--- config.mk ---
export PLATFORM = sky130hd
export DESIGN_NAME = sysctl_low
export DESIGN_NICKNAME = d
export VERILOG_FILES = /design/src/design/sysctl_pkg.sv /design/src/design/sysctl_decode.sv /design/src/design/sysctl_low.sv
export VERILOG_INCLUDE_DIRS = /design/src /design/src/design
export SDC_FILE = /design/constraint.sdc
export NUM_CORES = 1
export LEC_CHECK = 0
export BUFFER_PORTS_ARGS = -buffer_cell sky130_fd_sc_hd__buf_2
export CAP_MARGIN = 40
export CORE_AREA = 5 5 72 74
export DETAILED_ROUTE_END_ITERATION = 10
export DIE_AREA = 0 0 77 79
export HOLD_SLACK_MARGIN = 0.06
export PLACE_DENSITY_LB_ADDON = 0.05
export SYNTH_ARGS = -nofsm -noshare
export SYNTH_HDL_FRONTEND = slang
export SYNTH_SLANG_ARGS = --single-unit
--- constraint.sdc ---
create_clock -name i_mclk -period 1.8 [get_ports i_mclk]
set_clock_uncertainty 0.05 [all_clocks]
set_input_delay 0.36 -clock i_mclk [delete_from_list [all_inputs] [get_ports i_mclk]]
set_output_delay 0.36 -clock i_mclk [all_outputs]
set_load 0.005 [all_outputs]
--- src/design/sysctl_regs.svh ---
// Constants for the system control register, low half.
// Assumes inclusion by the package and design files by bare name.
`ifndef SYSCTL_REGS_SVH
`define SYSCTL_REGS_SVH

// ==========================================
// Transfer encoding that selects the register
`define SC_OPC1          3'h0
`define SC_CRN           4'h1
`define SC_CRM           4'h0
`define SC_OPC2          3'h0

// ==========================================
// Field positions
`define SC_BIT_TCM       16
`define SC_BIT_PCLS      15
`define SC_BIT_REPL      14
`define SC_BIT_V         13
`define SC_BIT_I         12
`define SC_BIT_Z         11
`define SC_BIT_F         10
`define SC_BIT_R         9
`define SC_BIT_S         8
`define SC_BIT_B         7
`define SC_RSV_HI        6
`define SC_RSV_LO        4
`define SC_BIT_W         3
`define SC_BIT_C         2
`define SC_BIT_A         1
`define SC_BIT_M         0

// ==========================================
// Constant read and reset values
`define SC_RSV_ONES      3'h7
`define SC_ONE           1'h1
`define SC_ZERO          1'h0
`define SC_HI_ZERO       15'h0000
`define SC_BANK_RST      8'h00
`define SC_SEC_RST       2'h0

// ==========================================
// Fixed high vector range
`define SC_HIVEC_BASE    32'hffff0000
`define SC_HIVEC_LAST    32'hffff001c

`endif

--- src/design/sysctl_pkg.sv ---
// Types shared by the system control register files.
// Assumes the register constants header is on the include path.
package sysctl_pkg;
    `include "sysctl_regs.svh"

    // ==========================================
    // Coprocessor transfer request
    typedef struct packed {
        logic        valid;
        logic        write;
        logic        priv;
        logic        secure;
        logic [2:0]  opc1;
        logic [3:0]  crn;
        logic [3:0]  crm;
        logic [2:0]  opc2;
        logic [31:0] wdata;
    } cp_req_s;

    // ==========================================
    // Banked field group, one copy per world
    typedef struct packed {
        logic v_hivec;
        logic i_cache;
        logic z_pred;
        logic r_rom;
        logic s_sys;
        logic c_cache;
        logic a_align;
        logic m_mmu;
    } bank_s;

    // ==========================================
    // Decoded access outcome
    typedef enum logic [1:0] {
        ACC_NONE  = 2'b00,
        ACC_READ  = 2'b01,
        ACC_WRITE = 2'b10,
        ACC_UNDEF = 2'b11
    } acc_e;
endpackage

--- src/design/sysctl_decode.sv ---
// Access decoder for the system control register.
// Assumes a single request per cycle from the core, same clock.
module sysctl_decode
    import sysctl_pkg::*;
(
    // Request in
    input  wire sysctl_pkg::cp_req_s i_req,
    input  wire logic                i_lock,
    // Outcome
    output sysctl_pkg::acc_e         o_acc
);
    `include "sysctl_regs.svh"

    logic hit;

    // ==========================================
    // Encoding match and permission check
    always_comb begin
        hit = i_req.valid && i_req.opc1 == `SC_OPC1 && i_req.crn == `SC_CRN
              && i_req.crm == `SC_CRM && i_req.opc2 == `SC_OPC2;
        o_acc = ACC_NONE;
        if (hit) begin
            if (!i_req.priv) begin
                o_acc = ACC_UNDEF;
            end else if (i_req.write && i_req.secure && i_lock) begin
                o_acc = ACC_UNDEF;
            end else if (i_req.write) begin
                o_acc = ACC_WRITE;
            end else begin
                o_acc = ACC_READ;
            end
        end
    end
endmodule

--- src/design/sysctl_low.sv ---
// System control register, low half (bits 16..0), with world banking.
// Assumes the core issues coprocessor transfers on i_mclk and that
// strap inputs come from pins, so they pass through synchronisers.
//
// Summary of operation
// - Bit 16 reads one, no function
// - Bit 15 PC-load state select, secure
// - Bit 14 replacement policy, secure only
// - Bit 13 banked high vector select
// - High vector reset from strap input
// - Bit 12 banked instruction cache enable
// - Bit 11 banked branch prediction enable
// - Bit 9 banked ROM protection
// - Bit 8 banked system protection
// - Bit 7 byte order, secure only
// - Byte order resets from endian straps
// - Bits 6 to 4 read ones
// - Bit 3 reads one, writes ignored
// - Bit 2 banked data cache enable
// - Bit 1 banked alignment check
// - Bit 0 banked MMU enable
// - Unprivileged access raises undefined exception
// - Locked secure write raises undefined
// - Non-secure writes skip secure-only fields
// - Secure-only fields read single copy
// - Banked fields keep two copies
// - Selected by opc1 0, c1, c0, 0
module sysctl_low
    import sysctl_pkg::*;
(
    // Clock and reset
    input  wire logic                i_mclk,
    input  wire logic                i_rst_n,
    // Coprocessor transfer
    input  wire sysctl_pkg::cp_req_s i_req,
    output logic                     o_rvalid,
    output logic [31:0]              o_rdata,
    output logic                     o_undef,
    // Straps and lock pins
    input  wire logic                i_high_vector_init,
    input  wire logic                i_big_endian_init,
    input  wire logic                i_unaligned_init,
    input  wire logic                i_secure_config_lock,
    // World of the running code
    input  wire logic                i_ns_state,
    // Enables to the core
    output logic                     o_pc_load_state_select,
    output logic                     o_replacement_policy_select,
    output logic                     o_high_vectors,
    output logic                     o_icache_en,
    output logic                     o_predict_en,
    output logic                     o_rom_prot,
    output logic                     o_sys_prot,
    output logic                     o_big_endian,
    output logic                     o_dcache_en,
    output logic                     o_align_check,
    output logic                     o_mmu_en
);
    import sysctl_pkg::*;

    // ==========================================
    // Pin synchronisers
    logic [3:0] pin_s1_q;
    logic [3:0] pin_s2_q;
    logic [3:0] pin_d;
    logic       vinit_s;
    logic       beinit_s;
    logic       uinit_s;
    logic       lock_s;

    always_comb begin
        pin_d = {i_secure_config_lock, i_unaligned_init,
                 i_big_endian_init, i_high_vector_init};
    end

    // Two flops per pin; only the second stage is read
    always_ff @(posedge i_mclk) begin
        pin_s1_q <= pin_d;
        pin_s2_q <= pin_s1_q;
    end

    always_comb begin
        vinit_s  = pin_s2_q[0];
        beinit_s = pin_s2_q[1];
        uinit_s  = pin_s2_q[2];
        lock_s   = pin_s2_q[3];
    end

    // ==========================================
    // Access decode
    acc_e acc;

    sysctl_decode u_decode (
        .i_req  (i_req),
        .i_lock (lock_s),
        .o_acc  (acc)
    );

    // ==========================================
    // Strap capture after reset release
    // A reset takes constants only; straps load on the first clock
    // after release, so the fields settle one cycle later.
    logic init_pend_q;
    logic init_pend_d;

    always_comb begin
        init_pend_d = 1'b0;
    end

    always_ff @(posedge i_mclk) begin
        if (!i_rst_n) begin
            init_pend_q <= 1'b1;
        end else begin
            init_pend_q <= init_pend_d;
        end
    end

    // ==========================================
    // Register state
    bank_s sec_q;
    bank_s sec_d;
    bank_s ns_q;
    bank_s ns_d;
    logic  pcls_q;
    logic  pcls_d;
    logic  repl_q;
    logic  repl_d;
    logic  b_q;
    logic  b_d;
    bank_s wbank;
    logic  ns_acc;

    // Map write data into the banked layout
    always_comb begin
        wbank.v_hivec = i_req.wdata[`SC_BIT_V];
        wbank.i_cache = i_req.wdata[`SC_BIT_I];
        wbank.z_pred  = i_req.wdata[`SC_BIT_Z];
        wbank.r_rom   = i_req.wdata[`SC_BIT_R];
        wbank.s_sys   = i_req.wdata[`SC_BIT_S];
        wbank.c_cache = i_req.wdata[`SC_BIT_C];
        wbank.a_align = i_req.wdata[`SC_BIT_A];
        wbank.m_mmu   = i_req.wdata[`SC_BIT_M];
        ns_acc        = !i_req.secure;
    end

    // Next-state for all stored fields
    always_comb begin
        sec_d = sec_q;
        ns_d  = ns_q;
        pcls_d = pcls_q;
        repl_d = repl_q;
        b_d   = b_q;
        if (init_pend_q) begin
            sec_d.v_hivec = vinit_s;
            ns_d.v_hivec  = vinit_s;
            b_d = beinit_s && !uinit_s;
        end else if (acc == ACC_WRITE) begin
            if (ns_acc) begin
                ns_d = wbank;
            end else begin
                sec_d = wbank;
                pcls_d = i_req.wdata[`SC_BIT_PCLS];
                repl_d = i_req.wdata[`SC_BIT_REPL];
                b_d = i_req.wdata[`SC_BIT_B];
            end
        end
    end

    // Reset values; straps overwrite V and B on the next edge
    always_ff @(posedge i_mclk) begin
        if (!i_rst_n) begin
            sec_q <= `SC_BANK_RST;
            ns_q  <= `SC_BANK_RST;
            pcls_q <= `SC_ZERO;
            repl_q <= `SC_ZERO;
            b_q   <= `SC_ZERO;
        end else begin
            sec_q <= sec_d;
            ns_q  <= ns_d;
            pcls_q <= pcls_d;
            repl_q <= repl_d;
            b_q   <= b_d;
        end
    end

    // ==========================================
    // Read data assembly
    bank_s       rbank;
    logic [31:0] rword;

    always_comb begin
        rbank = ns_acc ? ns_q : sec_q;
        rword = 32'h0000_0000;
        rword[31:17]                 = `SC_HI_ZERO;
        rword[`SC_BIT_TCM]           = `SC_ONE;
        rword[`SC_BIT_PCLS]          = pcls_q;
        rword[`SC_BIT_REPL]          = repl_q;
        rword[`SC_BIT_B]             = b_q;
        rword[`SC_BIT_V]             = rbank.v_hivec;
        rword[`SC_BIT_I]             = rbank.i_cache;
        rword[`SC_BIT_Z]             = rbank.z_pred;
        rword[`SC_BIT_F]             = `SC_ZERO;
        rword[`SC_BIT_R]             = rbank.r_rom;
        rword[`SC_BIT_S]             = rbank.s_sys;
        rword[`SC_RSV_HI:`SC_RSV_LO] = `SC_RSV_ONES;
        rword[`SC_BIT_W]             = `SC_ONE;
        rword[`SC_BIT_C]             = rbank.c_cache;
        rword[`SC_BIT_A]             = rbank.a_align;
        rword[`SC_BIT_M]             = rbank.m_mmu;
    end

    // Answer registered one cycle after the request
    logic        rvalid_q;
    logic        rvalid_d;
    logic        undef_q;
    logic        undef_d;
    logic [31:0] rdata_q;
    logic [31:0] rdata_d;

    always_comb begin
        rvalid_d = (acc == ACC_READ);
        undef_d  = (acc == ACC_UNDEF);
        rdata_d  = (acc == ACC_READ) ? rword : rdata_q;
    end

    always_ff @(posedge i_mclk) begin
        if (!i_rst_n) begin
            rvalid_q <= 1'b0;
            undef_q  <= 1'b0;
            rdata_q  <= 32'h0000_0000;
        end else begin
            rvalid_q <= rvalid_d;
            undef_q  <= undef_d;
            rdata_q  <= rdata_d;
        end
    end

    // ==========================================
    // Outputs to the core; banked fields follow the running world, secure-only fields do not
    // alignment over unaligned
    // The consumer gives o_align_check priority over unaligned support.
    bank_s live;

    always_comb begin
        live = i_ns_state ? ns_q : sec_q;
        o_rvalid                    = rvalid_q;
        o_rdata                     = rdata_q;
        o_undef                     = undef_q;
        o_pc_load_state_select      = pcls_q;
        o_replacement_policy_select = repl_q;
        o_high_vectors              = live.v_hivec;
        o_icache_en                 = live.i_cache;
        o_predict_en                = live.z_pred;
        o_rom_prot                  = live.r_rom;
        o_sys_prot                  = live.s_sys;
        o_big_endian                = b_q;
        o_dcache_en                 = live.c_cache;
        o_align_check               = live.a_align;
        o_mmu_en                    = live.m_mmu;
    end

    // ==========================================
    // Checks
    user_trap_a : assert property (@(posedge i_mclk) disable iff (!i_rst_n)
        (i_req.valid && !i_req.priv && i_req.crn == `SC_CRN && i_req.crm == `SC_CRM
         && i_req.opc1 == `SC_OPC1 && i_req.opc2 == `SC_OPC2)
        |=> (o_undef && !o_rvalid && $stable(sec_q) && $stable(ns_q)))
        else $error("user access not trapped");

    lock_trap_a : assert property (@(posedge i_mclk) disable iff (!i_rst_n)
        (acc == ACC_UNDEF && i_req.write) |=> ($stable(sec_q) && $stable(b_q)
         && $stable(pcls_q) && o_undef))
        else $error("locked write changed state");

    ns_skip_a : assert property (@(posedge i_mclk) disable iff (!i_rst_n)
        (acc == ACC_WRITE && !i_req.secure && !init_pend_q)
        |=> ($stable(pcls_q) && $stable(repl_q) && $stable(b_q) && $stable(sec_q)))
        else $error("non-secure write touched secure state");

    rsv_ones_a : assert property (@(posedge i_mclk) disable iff (!i_rst_n)
        o_rvalid |-> (o_rdata[6:3] == 4'hf && o_rdata[16] && !o_rdata[10]))
        else $error("constant read bits wrong");

    bank_read_a : assert property (@(posedge i_mclk) disable iff (!i_rst_n)
        (acc == ACC_READ && !i_req.secure && !init_pend_q)
        |=> (o_rdata[0] == $past(ns_q.m_mmu) && o_rdata[2] == $past(ns_q.c_cache)))
        else $error("non-secure read took wrong copy");

    sec_read_a : assert property (@(posedge i_mclk) disable iff (!i_rst_n)
        (acc == ACC_READ) |=> (o_rdata[15] == $past(pcls_q) && o_rdata[7] == $past(b_q)))
        else $error("secure-only field misread");

    endian_init_a : assert property (@(posedge i_mclk)
        ($rose(i_rst_n) && init_pend_q) |=> (b_q == $past(beinit_s && !uinit_s)))
        else $error("byte order strap load wrong");

    vec_init_a : assert property (@(posedge i_mclk)
        ($rose(i_rst_n) && init_pend_q) |=> (sec_q.v_hivec == $past(vinit_s)
         && ns_q.v_hivec == $past(vinit_s)))
        else $error("vector strap load wrong");

    sec_write_a : assert property (@(posedge i_mclk) disable iff (!i_rst_n)
        (acc == ACC_WRITE && i_req.secure && !init_pend_q)
        |=> (repl_q == $past(i_req.wdata[`SC_BIT_REPL])
             && sec_q.m_mmu == $past(i_req.wdata[`SC_BIT_M])))
        else $error("secure write not stored");

    // non-secure write lands in its own copy
    ns_write_a : assert property (@(posedge i_mclk) disable iff (!i_rst_n)
        (acc == ACC_WRITE && !i_req.secure && !init_pend_q)
        |=> (ns_q.m_mmu == $past(i_req.wdata[`SC_BIT_M])
             && ns_q.c_cache == $past(i_req.wdata[`SC_BIT_C])))
        else $error("non-secure write not stored");

    // write buffer bit and high half are fixed
    wbuf_one_a : assert property (@(posedge i_mclk) disable iff (!i_rst_n)
        o_rvalid |-> (o_rdata[`SC_BIT_W] == `SC_ONE && o_rdata[31:17] == `SC_HI_ZERO))
        else $error("write buffer bit or high half wrong");
endmodule

==> impl_metrics.tcl, run 1 <==
set metrics [dict create \
    startpoint_type "primary input" \
    syn_inst 201 \
    fin_nets 324 \
    p_per_area_nw_per_um2 722 \
    syn-cell-area_sq_um 1930 \
    ir_worst_vdd_mv 0.446 \
    cts_setup_buffers 0 \
    synth_xor_area_frac 0 \
    ys_types 32 \
    postCtsHoldBufs 0 \
    synth.avg_cell_area_sq_um 9.59 \
    dieWidth_microns 77 \
    power.switching_mw 0.391 \
    initial_core_util 0.425 \
    whs_ns 0.118 \
    grt_pass1_wl_microns 6690 \
    place_hpwl_microns 3130 \
    route.vias.total 1553 \
    overflow 0 \
    r2r_cells 4 \
    core_sq_um 4540 \
    cts_tree "built" \
    fmax_ghz 0.657 \
    critPathRequiredTime_ns 1.97 \
    timing_worst_setup_path_type "primary input to flip-flop" \
    p_comb_frac 0.077 \
    ys_top_cells_by_area "dfxtp_1 (44%), mux2i_1 (14%), mux2_2 (9.4%), nand2_1 (9.2%), buf_4 (8.2%)" \
    yosys.area_share.adder 0 \
    layout.cells.non_filler 322 \
    hold_viol_final 0 \
    dpl-instance-area_sq_um 2270 \
    crit_end "sec_q[5]" \
    fin_crit_sh 0.845 \
    io_pins 102 \
    yosys.area_share.simple 0.182 \
    muxShareOfSynthArea 0.234 \
    synth_compound_area_frac 0.0390 \
    ys_seq_area_frac 0.436 \
    synth_top_area_frac 0.436 \
    synth_top_family_by_area "multiplexers" \
    ant_nets 0 \
    p_leak_nw 1.05 \
    layout-drive-gt1-share 0.381 \
    crit_start "i_req[36]" \
    cts_sinks 42 \
    synth_top_flop_cell "dfxtp_1" \
    clockRootBuffer "clkbuf_8" \
    dr.pass1.iters 4 \
    wl_microns 4140 \
    antenna_cells 0 \
    hp-class "primary input to flip-flop" \
    first_global_vias 1483 \
    finalSetupViolCount 0 \
    htreeDepth 2 \
    p_int_mw 1.31 \
    pwr-share-clk 0.364 \
    cp_max_fo 7 \
    die_y_microns 79 \
    ctsResizeCount 0 \
    antenna_found_initial 0 \
    grt_max_degree 50 \
    cts_buffers 5 \
    clkLatencyLatePin_ns 0.29 \
    via_per_inst 4.82 \
    dpl_worst_slack_ns -0.0271 \
    die_area_sq_um 6080 \
    stdcell_area_sq_um 2360 \
    drc 0 \
    syn2layout_area_growth_pct 22.4 \
    drtIter0Drc 62 \
    rows 25 \
    wire_per_inst_microns 12.9 \
    reg2reg_slack_ns 0.35 \
    seq_power_share 0.559 \
    status "finished, final reports clean" \
    p_sw_frac 0.230 \
    portBuffers 64 \
    drv_cap 0 \
    min_period_ns 1.52 \
    worst_slack_ns 0.279 \
    rsz0062_at_grt "no" \
    fillers 449 \
    gr-usage-all-layers 0.134 \
    synth-edff-count 0 \
    end_kind "flip-flop" \
    cts_buffer_depth 2 \
    async_flop_share 0 \
    ys_seq_elements 42 \
    r2r-start "pin_s2_q[3]" \
    gp_congestion 0.777 \
    dp_cells 314 \
    fin_total_pwr_mw 1.70 \
    crit_arrival_ns 1.69 \
    synth_largest_area_cell "dfxtp_1" \
    synth.yosys.warnings 0 \
    cts.clk_slew.worst_paths_ns 0.08 \
    slew_viol_final 0 \
    worst_r2r_endpoint "sec_q[5]" \
]
metal layers:
metal	vias to the layer above	global-route usage	wire length [microns]
met5	-	0	0
met4	0	0.0498	48
met3	6	0.0522	376
met2	56	0.211	1810
met1	709	0.165	1900
li1	782	-	-
layout by cell type (no fill, tap or decap), drive strengths merged:
cell     count
buf         73
nand2       47
dfxtp       42
mux2i       27
mux2        16
conb        16
clkbuf       7
nor4         6
inv          4
nor2         4
nor3         4
nand3        3
nand3b       2
a31oi        2
o21ai        2
a21oi        2
and4bb       1
o2111ai      1
or4          1
o211ai       1
nand4        1
o21a         1
o31ai        1
o41a         1
or3          1
and3b        1
clkinv       1
stage by stage:
| step | utilization | setup TNS (ns) |
|---|---|---|
| 5_1_grt | 0.520 | 0 |
| 4_1_cts | 0.520 | 0 |
| 2_1_floorplan | - | 0 |
| 3_3_place_gp | 0.500 | -0.227 |
| 6_report | 0.520 | 0 |
| 3_5_place_dp | 0.500 | -0.0785 |
synth_stat cells (2+ instances only):
cell / number
mux2_2: 16
a21oi_1: 2
mux2i_1: 27
nand3_1: 2
nand2_1: 47
dfxtp_1: 42
buf_4: 21
nor4_1: 4
inv_1: 4
o21ai_0: 2
nand3b_1: 2
nor2_1: 4
a31oi_1: 2
clkbuf_1: 5
buf_2: 2
nor3_1: 3
power groups by stage:
stage	Combinational (mW)	Clock, mW	Sequential (mW)
finish	0.131	0.620	0.952
global route	0.147	0.671	0.954
CTS	0.131	0.641	0.952
detailed placement	0.130	0	0.974
global placement	0.131	0	0.974
floorplan	0.0908	0	0.971
state kept, by name (all words and copies together) (netlist names):
name,count
init_pend_q,1
ns_q,8
o_big_endian,1
o_pc_load_state_select,1
o_rdata,12
o_replacement_policy_select,1
o_rvalid,1
o_undef,1
pin_s1_q,4
pin_s2_q,4
sec_q,8
kinds of logic (layout without fill, tap and decap cells):
family | after synthesis | count (layout)
and+or+nand+nor | 71 | 71
buffers and inverters | 33 | 85
muxes | 43 | 43
other | 1 | 16
DFF | 42 | 42
AOI/OAI and AO/OA | 11 | 11
how the worst min path moves through the flow:
stage / start / to / cells after the start
detailed placement: pin_s1_q[3] / pin_s2_q[3] / 0
global placement: pin_s1_q[3] / pin_s2_q[3] / 0
CTS: i_high_vector_init / pin_s1_q[0] / 1
floorplan: pin_s1_q[0] / pin_s2_q[0] / 0
global route: i_high_vector_init / pin_s1_q[0] / 1
finish: i_high_vector_init / pin_s1_q[0] / 1
worst max-delay path: stages:
cell and delay (ns):
buf_2 0.11, nor4_2 0.28, nand3_2 0.22, nor4_2 0.31, buf_4 0.22, mux2i_1 0.19
layout make-up:
class                           count  area, sq um  area share
Timing Repair Buffer               73          400       0.170
Clock buffer                        7         86.3      0.0366
Inverter                            4         15.0     0.00637
Tap cell                           54         67.6      0.0286
Clock inverter                      1         5.00     0.00212
Multi-Input combinational cell    141          943       0.400
Sequential cell                    42          841       0.356
No activity file was read; power rests on OpenSTA's default activity.
==> inputs of run 2 (changes only) <==
--- a/config.mk
+++ b/config.mk
@@ -6,6 +6,7 @@
 export SDC_FILE = /design/constraint.sdc
 export NUM_CORES = 1
 export LEC_CHECK = 0
+export ABC_AREA = 1
 export BUFFER_PORTS_ARGS = -buffer_cell sky130_fd_sc_hd__buf_2
 export CAP_MARGIN = 40
 export CORE_AREA = 5 5 72 74
==> constraint.sdc (replaced) <==
create_clock -name i_mclk -period 1.56 [get_ports i_mclk]
set_clock_uncertainty 0.05 [all_clocks]
set_input_delay 0.312 -clock i_mclk [delete_from_list [all_inputs] [get_ports i_mclk]]
set_output_delay 0.312 -clock i_mclk [all_outputs]
set_load 0.005 [all_outputs]
==> run 2 against run 1 <==
Design area up 1.2%. Final cell count up 18%. Clock power up 40%. Core utilization up 0.63 points. Sequential power up 16%. Die area unchanged. Clock-buffer cell count down 1. Sequential share of layout area down 0.43 points. Via count up 6.0%. Critical path depth down 3. Worst hold slack worse by 0.051 ns. Critical path type is now flip-flop to output pin. Critical endpoint is now o_icache_en.
==> impl_metrics.tcl, run 2 <==
set metrics [dict create \
    grt_max_degree 20 \
    drc 0 \
    synth.avg_cell_area_sq_um 7.43 \
    synth_top_area_frac 0.430 \
    die_y_microns 79 \
    route.vias.total 1646 \
    postCtsHoldBufs 2 \
    r2r_cells 5 \
    hp-class "primary input to flip-flop" \
    worst-path-buf-inv 2 \
    finalSetupViolCount 0 \
    startpoint_type "flip-flop" \
    dpl_worst_slack_ns -0.0191 \
    ant_nets 0 \
    syn2layout_area_growth_pct 22.2 \
    place_hpwl_microns 3000 \
    worst_slack_ns 0.195 \
    critical_path.cell_chain "inv_1 -> o21ai_0 -> buf_2" \
    fin_total_pwr_mw 2.13 \
    cts_tree "built" \
    die_area_sq_um 6080 \
    cp_max_fo 2 \
    synth.most_common_cell "nand2_1" \
    cts_sinks 42 \
    wl_met1_microns 1770 \
    seq_power_share 0.515 \
    gr-usage-all-layers 0.142 \
    wl_met3_microns 417 \
    drtIter0Drc 70 \
    largest_reg_flops 12 \
    synth-edff-count 0 \
    p_sw_frac 0.216 \
    syn_inst 263 \
    final_common_cell "buf_2" \
    htreeDepth 2 \
    wl_met2_microns 1720 \
    ys_types 22 \
    slew_viol_final 0 \
    crit_family "flip-flops" \
    min_to "pin_s1_q[3]" \
    core_sq_um 4540 \
    fin_crit_sh 0.875 \
    p_int_mw 1.67 \
    timing_worst_setup_path_type "flip-flop to output pin" \
    overflow 0 \
    gp_congestion 0.693 \
    fmax_ghz 0.733 \
    antenna_found_initial 0 \
    wire_per_inst_microns 10.5 \
    fin_nets 383 \
    hold_path_depth 1 \
    layout.cells.non_filler 380 \
    cp_slowest_cell "dfxtp_1" \
    async_flop_share 0 \
    end_kind "output pin" \
    dr.pass1.iters 6 \
    top_layer "met4" \
    slowest_delay_ns 0.33 \
    cts_buffers 5 \
    p_per_area_nw_per_um2 892 \
    layout-drive-gt1-share 0.285 \
    power.switching_mw 0.460 \
    first_global_vias 1632 \
    min_from "i_secure_config_lock" \
    min_period_ns 1.36 \
    ys_top_cells_by_area "dfxtp_1 (43%), nand2_1 (8.6%), buf_4 (8.1%), nor2_1 (6.7%), inv_1 (6.5%)" \
    fin_tns_setup_ns 0 \
    dp_cells 371 \
    drv_cap 0 \
    clockRootBuffer "clkbuf_8" \
    p_comb_frac 0.076 \
    ys_top_cells_by_count "nand2_1 (45), dfxtp_1 (42), nor2_1 (35)" \
    syn-cell-area_sq_um 1950 \
    clkLatencyLatePin_ns 0.29 \
    status "finished, final reports clean" \
    wl_microns 3980 \
    synth_top_flop_cell "dfxtp_1" \
    ctsResizeCount 0 \
    cts_setup_buffers 0 \
    cts.clk_slew.worst_paths_ns 0.08 \
    initial_core_util 0.431 \
    cts_buffer_depth 2 \
    rows 25 \
    reg2reg_slack_ns 0.25 \
    whs_ns 0.0668 \
    io_pins 102 \
    r2r-start "pin_s2_q[3]" \
    ir_worst_vdd_mv 0.573 \
    ys_seq_elements 42 \
    crit_arrival_ns 1.00 \
    hold_viol_final 0 \
    dieWidth_microns 77 \
    synth.yosys.warnings 0 \
    via_per_inst 4.33 \
    worst_r2r_endpoint "sec_q[7]" \
    rsz0062_at_grt "no" \
    critPathRequiredTime_ns 1.20 \
    p_leak_nw 1.25 \
    synth_largest_area_cell "dfxtp_1" \
    pwr-share-clk 0.409 \
    final_cell_mix "buf_2 (64), nand2_1 (45), dfxtp_1 (42), nor2_1 (35), inv_1 (34)" \
    portBuffers 64 \
    ys_seq_area_frac 0.430 \
    antenna_cells 0 \
    grt_pass1_wl_microns 7030 \
    fillers 459 \
]
==> run 2: cell count changes in the layout (fill, tap and decap cells not counted), moves of 4 or more <==
cell     previous run  this run
nor2_1              4        35
inv_1               4        34
mux2i_1            27         0
o21ai_1             0        18
a21oi_1             2        19
mux2_2             16         0
o21ai_0             2        16
buf_4               8         2
nand2_2             0         5
nor2_2              0         4
==> run 2: logic make-up (layout without fill, tap and decap cells) <==
kind of cell	Yosys count	count (layout)	share of synthesized area
AOI/OAI and AO/OA	55	55	0.148
buffers and inverters	66	114	0.173
DFF	42	42	0.430
other	1	16	0.00192
and+or+nand+nor	99	99	0.247
==> run 2: through the flow <==
stage	area, sq um	util
2_1_floorplan	2010	-
3_3_place_gp	2250	0.497
3_5_place_dp	2250	0.497
4_1_cts	2390	0.526
5_1_grt	2390	0.526
6_report	2390	0.526
==> run 2: routing by layer <==
metal	track usage	vias to the layer above
li1	-	905
met1	0.165	676
met2	0.239	59
met3	0.0499	6
met4	0.0567	0
met5	0	-
==> run 2: worst max-delay path by stage <==
stage / slack, ns / endpoint / depth (start not counted) / startpoint
final: 0.20 / o_icache_en / 3 / sec_q[6]
after global routing: 0.06 / o_icache_en / 3 / sec_q[6]
after global placement: -0.0001 / sec_q[7] / 8 / i_req[38]
after CTS: 0.20 / o_icache_en / 3 / sec_q[6]
after detailed placement: -0.02 / sec_q[7] / 8 / i_req[38]
after floorplan: 0.24 / o_pc_load_state_select / 6 / i_req[46]
==> run 2: area by class of cell <==
cell class | instances | area [sq um] | area share
flip-flops and latches | 42 | 841 | 0.352
multi-input cells | 170 | 832 | 0.349
repair buffers | 70 | 395 | 0.166
inverters | 37 | 139 | 0.0582
clock buffers | 6 | 82.6 | 0.0346
well taps | 54 | 67.6 | 0.0283
clock inverters | 1 | 30.0 | 0.0126
==> run 2: power groups by stage <==
stage	Clock [mW]	Sequential [mW]	Combinational, mW
after global routing	0.932	1.10	0.188
final	0.870	1.10	0.162
after floorplan	0	1.12	0.117
after global placement	0	1.12	0.159
after detailed placement	0	1.12	0.160
after CTS	0.899	1.10	0.165
==> inputs of run 3 (changes only) <==
--- a/config.mk
+++ b/config.mk
@@ -6,14 +6,15 @@
 export SDC_FILE = /design/constraint.sdc
 export NUM_CORES = 1
 export LEC_CHECK = 0
-export ABC_AREA = 1
 export BUFFER_PORTS_ARGS = -buffer_cell sky130_fd_sc_hd__buf_2
 export CAP_MARGIN = 40
-export CORE_AREA = 5 5 72 74
+export CELL_PAD_IN_SITES_DETAIL_PLACEMENT = 0
+export CELL_PAD_IN_SITES_GLOBAL_PLACEMENT = 2
+export CORE_AREA = 5 5 94 96
 export DETAILED_ROUTE_END_ITERATION = 10
-export DIE_AREA = 0 0 77 79
+export DIE_AREA = 0 0 99 101
 export HOLD_SLACK_MARGIN = 0.06
-export PLACE_DENSITY_LB_ADDON = 0.05
+export PLACE_DENSITY_LB_ADDON = 0.1
 export SYNTH_ARGS = -nofsm -noshare
 export SYNTH_HDL_FRONTEND = slang
 export SYNTH_SLANG_ARGS = --single-unit
==> run 3 against run 2 <==
Clock-buffer cell count shrank 1. First-iteration DRC count shrank 31%. Power shrank 8.7%. Sequential share of layout area shrank 1.7 points. Critical path type is now primary input to flip-flop.
==> impl_metrics.tcl, run 3 (synthesized netlist as in run 1, its figures left out) <==
set metrics [dict create \
    final_common_cell "buf_2" \
    r2r-start "pin_s2_q[3]" \
    rsz0062_at_grt "no" \
    hp-class "primary input to flip-flop" \
    reg2reg_slack_ns 0.14 \
    dieWidth_microns 99 \
    cts_buffer_depth 2 \
    first_global_vias 1611 \
    ir_worst_vdd_mv 0.294 \
    r2r_cells 4 \
    portBuffers 64 \
    layout-drive-gt1-share 0.393 \
    grt_max_degree 35 \
    fin_tns_setup_ns 0 \
    fin_total_pwr_mw 1.94 \
    p_leak_nw 1.08 \
    slew_viol_final 0 \
    stdcell_area_sq_um 2510 \
    cts.clk_slew.worst_paths_ns 0.08 \
    dr.pass1.iters 4 \
    gp_congestion 0.731 \
    crit_arrival_ns 1.64 \
    cts_sinks 42 \
    largest_reg_flops 12 \
    min_from "i_big_endian_init" \
    io_pins 102 \
    via_per_inst 4.18 \
    startpoint_type "primary input" \
    wl_microns 5020 \
    initial_core_util 0.242 \
    drtIter0Drc 48 \
    min_to "pin_s1_q[1]" \
    drc 0 \
    status "finished, final reports clean" \
    fmax_ghz 0.681 \
    timing_worst_setup_path_type "primary input to flip-flop" \
    route.vias.total 1589 \
    core_sq_um 7970 \
    htreeDepth 2 \
    antenna_cells 0 \
    cts_tree "built" \
    grt_pass1_wl_microns 8020 \
    cp_max_fo 5 \
    antenna_found_initial 0 \
    finalSetupViolCount 0 \
    min_period_ns 1.47 \
    rows 33 \
    place_hpwl_microns 3820 \
    cts_buffers 5 \
    die_y_microns 101 \
    dpl-instance-area_sq_um 2380 \
    syn2layout_area_growth_pct 30.3 \
    end_kind "flip-flop" \
    worst_r2r_endpoint "sec_q[0]" \
    overflow 0 \
    die_area_sq_um 10000 \
    fin_crit_sh 0.942 \
    final_cell_mix "buf_2 (64), nand2_1 (47), dfxtp_1 (42), mux2i_1 (27)" \
    hold_path_depth 1 \
    fin_nets 332 \
    critPathRequiredTime_ns 1.73 \
    wire_per_inst_microns 13.2 \
    gr-usage-all-layers 0.102 \
    drv_cap 0 \
    clockRootBuffer "clkbuf_8" \
    p_per_area_nw_per_um2 774 \
    hold_viol_final 0 \
    clkLatencyLatePin_ns 0.29 \
    whs_ns 0.0721 \
    ant_nets 0 \
]
==> run 3: cell count changes in the layout (fill, tap and decap cells not counted), moves of 4 or more <==
cell     delta
nor2_1     -31
inv_1      -30
mux2i_1    +27
o21ai_1    -18
a21oi_1    -17
mux2_2     +16
o21ai_0    -14
buf_4      +10
nand2_2     -5
nor2_2      -4
==> run 3: cell type report <==
cell class / instances / area (sq um)
fillers: 864 / 5460
multi-input cells: 141 / 965
flip-flops and latches: 42 / 841
repair buffers: 81 / 480
well taps: 105 / 131
clock buffers: 5 / 68.8
inverters: 4 / 15.0
clock inverters: 2 / 10.0
==> run 3: critical path, cell delays in order <==
cell and delay, ns:
buf_2 0.12, nor4_4 0.31, nand3_4 0.15, buf_4 0.16
or4_1 0.49, o211ai_1 0.09
==> run 3: worst max-delay path by stage <==
stage                        end  slack, ns       from
global placement        sec_q[0]      -0.19  i_req[36]
global route             ns_q[2]       0.02  i_req[36]
finish              o_big_endian       0.09  i_req[36]
floorplan            o_rdata[11]      -0.02  i_req[36]
detailed placement       ns_q[3]      -0.20  i_req[36]
CTS                      ns_q[0]       0.11  i_req[36]
==> run 3: per-layer routing <==
layer | track usage | vias to the layer above | wire [microns]
met5 | 0 | - | 0
met4 | 0.0315 | 0 | 37
met3 | 0.0415 | 5 | 416
met2 | 0.168 | 55 | 2350
met1 | 0.122 | 733 | 2220
li1 | - | 796 | -
==> run 3: repair_timing <==
action / 4_1_cts / 5_1_grt
hold buffers: 2 / 1
endpoints found under the hold margin: 2 / 1
setup endpoints to repair: 0 / 1
buffers inserted: 0 / 1
gates resized for setup: 0 / 2
==> run 3: where the power goes <==
group | switching (mW) | internal (mW) | leakage [nW]
logic | 0.0930 | 0.0787 | 0.695
clock network | 0.373 | 0.301 | 0.0438
registers | 0.00994 | 1.09 | 0.342
==> run 3: stage by stage <==
step / setup WS [ns] / cells / util
after floorplan: -0.0208 / 216 / -
after global placement: -0.188 / 369 / 0.298
after detailed placement: -0.200 / 369 / 0.298
after CTS: 0.112 / 378 / 0.311
after global routing: 0.0208 / 380 / 0.315
final: 0.0905 / 380 / 0.315
